==> config.mk <==
export PLATFORM = sky130hd
export DESIGN_NAME = scpg_top
export DESIGN_NICKNAME = d
export VERILOG_FILES = /design/src/scpg_pkg.sv /design/src/scpg_sync_if.sv /design/src/scpg_top.sv /design/src/scpg_sync.sv
export SDC_FILE = /design/constraint.sdc
export NUM_CORES = 1
export LEC_CHECK = 0
export BUFFER_PORTS_ARGS = -buffer_cell sky130_fd_sc_hd__buf_2
export CAP_MARGIN = 20
export CORE_ASPECT_RATIO = 1.2
export CORE_MARGIN = 3
export CORE_UTILIZATION = 38
export CTS_CLUSTER_SIZE = 30
export DETAILED_ROUTE_END_ITERATION = 10
export PLACE_DENSITY = 0.7
export SLEW_MARGIN = 5
export SYNTH_ARGS = -nofsm -noshare
export SYNTH_HDL_FRONTEND = slang
export SYNTH_HIERARCHICAL = 1
export SYNTH_SLANG_ARGS = --single-unit
==> constraint.sdc <==
create_clock -name clk_i -period 2.24 [get_ports clk_i]
set_input_delay 0.112 -clock clk_i [delete_from_list [all_inputs] [get_ports clk_i]]
set_output_delay 0.112 -clock clk_i [all_outputs]
set_load 0.02 [all_outputs]
==> src/scpg_pkg.sv <==
// Overview of operation
// RULE1 - with the port-enable input high the serial port runs and the direct control pins are disregarded.
// RULE2 - with the port-enable input low the serial port is disabled and settings come from the direct pins.
// RULE3 - while the select is asserted the serial clock captures bits from serial_in and drives serial_out.
// RULE4 - while the select is deasserted serial_in is ignored and no bit is captured.
// RULE5 - while the select is deasserted serial_out floats so others may share the line.
// RULE6 - all serial bits move in step with the host-supplied serial clock; the code drives the first serial_out bit at frame start, before any edge.
// RULE7 - the host drives the select low to assert it and high to end a transfer.
package scpg_pkg;
  localparam int unsigned WORD_W     = 8;     // default shift word width
  localparam int unsigned CTRL_W     = 8;     // default direct/serial settings width
  localparam logic [7:0]  CTRL_RST   = 8'h00; // settings reset value
  localparam logic [2:0]  SYNC_RST   = 3'h7;  // idle pin levels: select high, clock high
endpackage

==> src/scpg_sync_if.sv <==
`timescale 1ns/1ps
// synchronised pin levels and edge strobes
interface scpg_sync_if;
  logic sel_act;  // select asserted
  logic rise;     // serial clock rising edge
  logic fall;     // serial clock falling edge
  logic din;      // synchronised serial_in
  modport src (output sel_act, rise, fall, din);
  modport dst (input sel_act, rise, fall, din);
endinterface

==> src/scpg_top.sv <==
`timescale 1ns/1ps
module scpg_top #(
  parameter int unsigned WORD_W = scpg_pkg::WORD_W,
  parameter int unsigned CTRL_W = scpg_pkg::CTRL_W
) (
  input  wire logic              clk_i,
  input  wire logic              rstn_i,
  input  wire logic              port_enable_i,
  input  wire logic              port_select_n_i,
  input  wire logic              sclk_i,
  input  wire logic              serial_in_i,
  input  wire logic [CTRL_W-1:0] direct_ctrl_i,
  input  wire logic [WORD_W-1:0] tx_word_i,
  output logic                   serial_out_o,
  output logic                   serial_out_oe_o,
  output logic [WORD_W-1:0]      rx_word_o,
  output logic                   rx_valid_o,
  output logic [CTRL_W-1:0]      settings_o,
  output logic                   serial_mode_o
);
  // refuse widths that the shifter and the settings slice cannot serve
  if (WORD_W < 2 || WORD_W > 64 || CTRL_W < 1 || CTRL_W > WORD_W) begin : g_bad_width
    $error("scpg_top: unsupported WORD_W/CTRL_W");
  end

  typedef enum logic [1:0] {SCPG_IDLE = 2'b00, SCPG_SHIFT = 2'b01} scpg_state_t;
  localparam int unsigned CW = $clog2(WORD_W + 1);

  scpg_sync_if sy();
  scpg_sync u_sync (
    .clk_i           (clk_i),
    .rstn_i          (rstn_i),
    .port_select_n_i (port_select_n_i),
    .sclk_i          (sclk_i),
    .serial_in_i     (serial_in_i),
    .sy              (sy)
  );

  ////////////////////////////////////////////////////////////////////////////
  // port-enable pin: two flops before any logic reads it
  logic en1_r, en1_nxt;
  logic en2_r, en2_nxt;

  always_comb begin
    en1_nxt = port_enable_i;
    en2_nxt = en1_r;
  end

  // disabled after reset, so the direct pins rule until the pin is seen high
  always_ff @(posedge clk_i or negedge rstn_i) begin
    if (!rstn_i) begin
      en1_r <= 1'b0;
      en2_r <= 1'b0;
    end else begin
      en1_r <= en1_nxt;
      en2_r <= en2_nxt;
    end
  end

  ////////////////////////////////////////////////////////////////////////////
  // shift engine state
  scpg_state_t       st_r, st_nxt;
  logic [WORD_W-1:0] rxs_r, rxs_nxt;
  logic [WORD_W-1:0] txs_r, txs_nxt;
  logic [CW-1:0]     cnt_r, cnt_nxt;
  logic [WORD_W-1:0] rxw_r, rxw_nxt;
  logic              rxv_r, rxv_nxt;
  logic              so_r, so_nxt;
  logic              oe_r, oe_nxt;
  logic [CTRL_W-1:0] ser_r, ser_nxt;
  logic [CTRL_W-1:0] set_r, set_nxt;
  logic              active;

  // frame only counts with port enabled and select low
  assign active = en2_r & sy.sel_act; // RULE1 RULE2

  // capture on rising, drive on falling serial clock edge
  always_comb begin
    st_nxt  = st_r;
    rxs_nxt = rxs_r;
    txs_nxt = txs_r;
    cnt_nxt = cnt_r;
    rxw_nxt = rxw_r;
    rxv_nxt = 1'b0;
    so_nxt  = so_r;
    oe_nxt  = 1'b0;
    ser_nxt = ser_r;
    case (st_r)
      SCPG_IDLE: begin
        if (active) begin
          st_nxt  = SCPG_SHIFT;
          cnt_nxt = '0;
          // whole word loaded: the leading fall of an idle-high clock
          // re-drives the msb, so it stands through the first rise
          txs_nxt = tx_word_i;
          so_nxt  = tx_word_i[WORD_W-1];
          oe_nxt  = 1'b1;
        end
      end
      default: begin
        if (!active) begin
          st_nxt = SCPG_IDLE;   // RULE4 RULE5
        end else begin
          oe_nxt = 1'b1;        // RULE3
          if (sy.rise) begin
            rxs_nxt = {rxs_r[WORD_W-2:0], sy.din}; // RULE3 RULE6
            if (cnt_r == CW'(WORD_W - 1)) begin
              cnt_nxt = '0;
              rxw_nxt = {rxs_r[WORD_W-2:0], sy.din};
              rxv_nxt = 1'b1;
              ser_nxt = CTRL_W'({rxs_r[WORD_W-2:0], sy.din});
              txs_nxt = tx_word_i;
            end else begin
              cnt_nxt = cnt_r + CW'(1);
            end
          end else if (sy.fall) begin
            so_nxt  = txs_r[WORD_W-1]; // RULE3 RULE6
            txs_nxt = {txs_r[WORD_W-2:0], 1'b0};
          end
        end
      end
    endcase
    // serial settings only when the port is enabled, else the direct pins
    set_nxt = en2_r ? ser_r : direct_ctrl_i; // RULE1 RULE2
  end

  always_ff @(posedge clk_i or negedge rstn_i) begin
    if (!rstn_i) begin
      st_r  <= SCPG_IDLE;
      rxs_r <= '0;
      txs_r <= '0;
      cnt_r <= '0;
      rxw_r <= '0;
      rxv_r <= 1'b0;
      so_r  <= 1'b0;
      oe_r  <= 1'b0;
      ser_r <= CTRL_W'(scpg_pkg::CTRL_RST);
      set_r <= CTRL_W'(scpg_pkg::CTRL_RST);
    end else begin
      st_r  <= st_nxt;
      rxs_r <= rxs_nxt;
      txs_r <= txs_nxt;
      cnt_r <= cnt_nxt;
      rxw_r <= rxw_nxt;
      rxv_r <= rxv_nxt;
      so_r  <= so_nxt;
      oe_r  <= oe_nxt;
      ser_r <= ser_nxt;
      set_r <= set_nxt;
    end
  end

  assign serial_out_o    = so_r;
  assign serial_out_oe_o = oe_r; // RULE5
  assign rx_word_o       = rxw_r;
  assign rx_valid_o      = rxv_r;
  assign settings_o      = set_r;
  assign serial_mode_o   = en2_r;
endmodule

==> src/scpg_sync.sv <==
`timescale 1ns/1ps
module scpg_sync (
  input  wire logic   clk_i,
  input  wire logic   rstn_i,
  input  wire logic   port_select_n_i,
  input  wire logic   sclk_i,
  input  wire logic   serial_in_i,
  scpg_sync_if.src    sy
);
  logic [2:0] s1_r, s1_nxt;
  logic [2:0] s2_r, s2_nxt;
  logic       ck3_r, ck3_nxt;

  // two-stage synchronisers; first stage read only by second
  always_comb begin
    s1_nxt  = {port_select_n_i, sclk_i, serial_in_i};
    s2_nxt  = s1_r;
    ck3_nxt = s2_r[1];
  end

  // idle levels at reset, so no false clock edge follows release
  always_ff @(posedge clk_i or negedge rstn_i) begin
    if (!rstn_i) begin
      s1_r  <= scpg_pkg::SYNC_RST;
      s2_r  <= scpg_pkg::SYNC_RST;
      ck3_r <= scpg_pkg::SYNC_RST[1];
    end else begin
      s1_r  <= s1_nxt;
      s2_r  <= s2_nxt;
      ck3_r <= ck3_nxt;
    end
  end

  // active-low select, edges from the sampled serial clock
  assign sy.sel_act = ~s2_r[2];            // RULE7
  assign sy.rise    = s2_r[1] & ~ck3_r;    // RULE6
  assign sy.fall    = ~s2_r[1] & ck3_r;    // RULE6
  assign sy.din     = s2_r[0];
endmodule

==> results.txt <==
Clock Path Buffers = 2
Fin crit share = 87.8%
CTS buffer count = 5
Met3 GRT Util = 4.55%
Via count = 1,224
Max incr delay on CP = 0.55 ns
Crit path buffers/inverters = 0
Reg2reg end = txs_r[3]
Crit path depth = 4
Die X = 71.2 µm
Wirelength per Cell = 14.9 µm
Power per cell area = 740 nW/µm²
Starting density of the core = 40.7%
Clk root buf = clkbuf_8
Area share of the largest cell type after synthesis = 52.9%
CTS sink cnt = 48
Critical R2R Launch = u_sync/s2_r[1]
# fillers = 424
Max-cap violations = 0
Worst R2R Path Depth = 4
Routed Antenna Nets = 0
TritonCTS clock tree = done
Cell count after synthesis = 130
Final setup vio count = 0
Critical path launch point type = flop
Mapped cell area = 1940 µm²
Critical path origin = u_sync/s2_r[1]
Crit path max-delay family = simple AND/OR/NAND/NOR gates
CP endpoint = txs_r[3]
Slew Viols, Final = 0
Max_slew headroom = 56.2%
WP data arrival = 2.15 ns
Average cell area after synthesis = 14.9 µm²
Grt total ovfl = 0
Critical path class = reg2reg
Sequential cell area fraction in the yosys report = 62.3%
RSZ-0062 raised after global routing = false
Global-route wire length before repair = 5.96 mm
Antenna cell count = 0
Via density per instance = 5.06
GP Congestion = 0.785
Syn_nets = 153
Die H = 84.3 µm
Critical Path End Type = flop
Drt first-iter violations = 85
Tmin final = 1.97 ns
Top Ports = 42
DRC viols = 0
Hold Path Class = in2reg
WHS = 0.0420 ns
Crit path top cell by count = mux2_2
Clk slew on worst S/H paths = 0.09 ns
Die area = 6000 µm²
Vias in the first global route = 1,317
Core area = 4760 µm²
Initial antenna violation count = 0
Clk_skew = 0.00474 ns
Worst Path Required = 2.42 ns
Synth cell types = 26
Final hold violations = 0
Area contributors post-synth = dfrtp_1 (53%), mux2_2 (21%), dfstp_2 (9.5%), nor2b_1 (1.9%), a311oi_4 (1.4%)
Yosys top cell by area = dfrtp_1
Synthesis warning total = 6
Crit path cell chain = and2b_2 > nand2b_1 > mux2_2 > mux2_2
Reg2Reg Setup Slack = 0.27 ns
Drt total wl = 3.60 mm
M2 GR Usage = 21.3%
HPWL Detailed = 2.66 mm
Share of layout cells above drive strength 1 = 55.4%
Buffers on Ports = 41
Final setup TNS = 0 ns
Layout Nets = 206
Htree depth = 2
Leak = 1.22 nW
Layout Utilization = 50.0%
Slew at the pin closest to its max-slew limit = 0.658 ns
Largest net degree at the start of global routing = 32
M1 GR Usage = 14.3%
Worst skew pair latency = 0.29 ns
Fmax = 508 MHz
Global route hottest layer = met2
Max VDD drop = 0.439 mV
Row count = 27
FF+latch count, synth = 48
Crit Path Max Fanout = 10
Outcome = finished, final reports clean
Area delta synth->final = 22.8%
First-pass iteration count of the detailed router = 4
CP max stage cell = dfstp_2
Global-route usage over all layers = 12.3%
[Yosys cell counts, drive strengths merged]
cell / count
nand2b: 2
a31oi: 4
a21boi: 1
ha: 1
nor2: 1
mux2i: 1
o41ai: 1
inv: 5
and2b: 1
dfrtp: 41
mux2: 37
dfstp: 7
nor2b: 6
a21o: 1
nand3b: 1
nor3b: 1
a311oi: 1
nand4: 2
nand2: 5
o21ai: 5
o31ai: 2
buf: 4
[worst register-to-register path, cell delays in order, from the launching register on]
cell and delay (ns):
dfstp_2 0.55, and2b_2 0.28, nand2b_1 0.38, mux2_2 0.38, mux2_2 0.26
[per-stage QoR]
| step | cells | cell area (µm²) | power [mW] | setup WS (ns) |
|---|---|---|---|---|
| 6_report | 242 | 2380 | 1.76 | 0.273 |
| 3_5_place_dp | 229 | 2220 | 1.17 | 0.303 |
| 5_1_grt | 242 | 2380 | 1.85 | 0.178 |
| 3_3_place_gp | 229 | 2220 | 1.15 | 0.360 |
| 4_1_cts | 242 | 2380 | 1.79 | 0.284 |
| 2_1_floorplan | 130 | 1940 | 1.09 | 0.409 |
[registers in the layout, summed over array words and instances, names as in the netlist]
name	flops
rxs_r	7
u_sync/s2_r	3
serial_out_oe_o	1
cnt_r	4
u_sync/s1_r	3
settings_o	8
rx_valid_o	1
ser_r	8
en1_r	1
serial_out_o	1
txs_r	8
st_r	1
serial_mode_o	1
u_sync/ck3_r	1
[power by group]
| group | internal [mW] | switching [mW] | total (mW) |
|---|---|---|---|
| sequential | 0.934 | 0.0391 | 0.973 |
| clock | 0.330 | 0.278 | 0.608 |
| combinational | 0.0952 | 0.0864 | 0.182 |
| total | 1.36 | 0.403 | 1.76 |
[layout by cell type, fill, tap and decap left out, types with 2 or more instances in the layout]
master	instances
mux2_2	37
o21ai_0	5
dfrtp_1	41
clkbuf_8	5
inv_1	5
a31oi_1	4
buf_2	41
dlygate4sd3_1	5
o31ai_1	2
nand2b_1	2
nor2b_1	6
dfstp_2	7
buf_4	4
nand2_1	5
[kinds of logic after synthesis]
| kind of cell | count (synthesis) | share of synthesized area, % |
|---|---|---|
| DFF | 48 | 62.3 |
| muxes | 38 | 22.0 |
| and+or+nand+nor | 19 | 6.71 |
| AOI/OAI and AO/OA | 15 | 5.93 |
| buffers and inverters | 9 | 2.39 |
| adders and majority gates | 1 | 0.645 |
[metal layers]
metal  share of wire, %  routed length [µm]
met5                  0                   0
met4               0.81                  29
met3                7.3                 264
met2                 49                1770
met1                 43                1530
[area by class of cell]
class	count	area, µm²	area share [%]
clock buffers	5	68.8	2.89
repair buffers	50	285	12.0
clock inverters	3	42.5	1.79
well taps	58	72.6	3.05
inverters	5	18.8	0.788
flip-flops and latches	48	1210	50.8
multi-input cells	73	684	28.7
[worst min-delay path by stage]
stage	start	endpoint	slack, ns	cells after the start
global placement	rstn_i	st_r[0]	0.18	1
detailed placement	rstn_i	st_r[0]	0.18	1
CTS	direct_ctrl_i[5]	settings_o[5]	0.03	2
global route	direct_ctrl_i[6]	settings_o[6]	0.03	2
finish	direct_ctrl_i[2]	settings_o[2]	0.04	2
floorplan	rstn_i	cnt_r[0]	-0.18	0
[timing repair]
action                    4_1_cts  5_1_grt
hold buffers                    5        0
buffers inserted                0        0
gates resized for setup         0        0
hold endpoints to repair       27        0
Power figures use the tool's default switching activity.
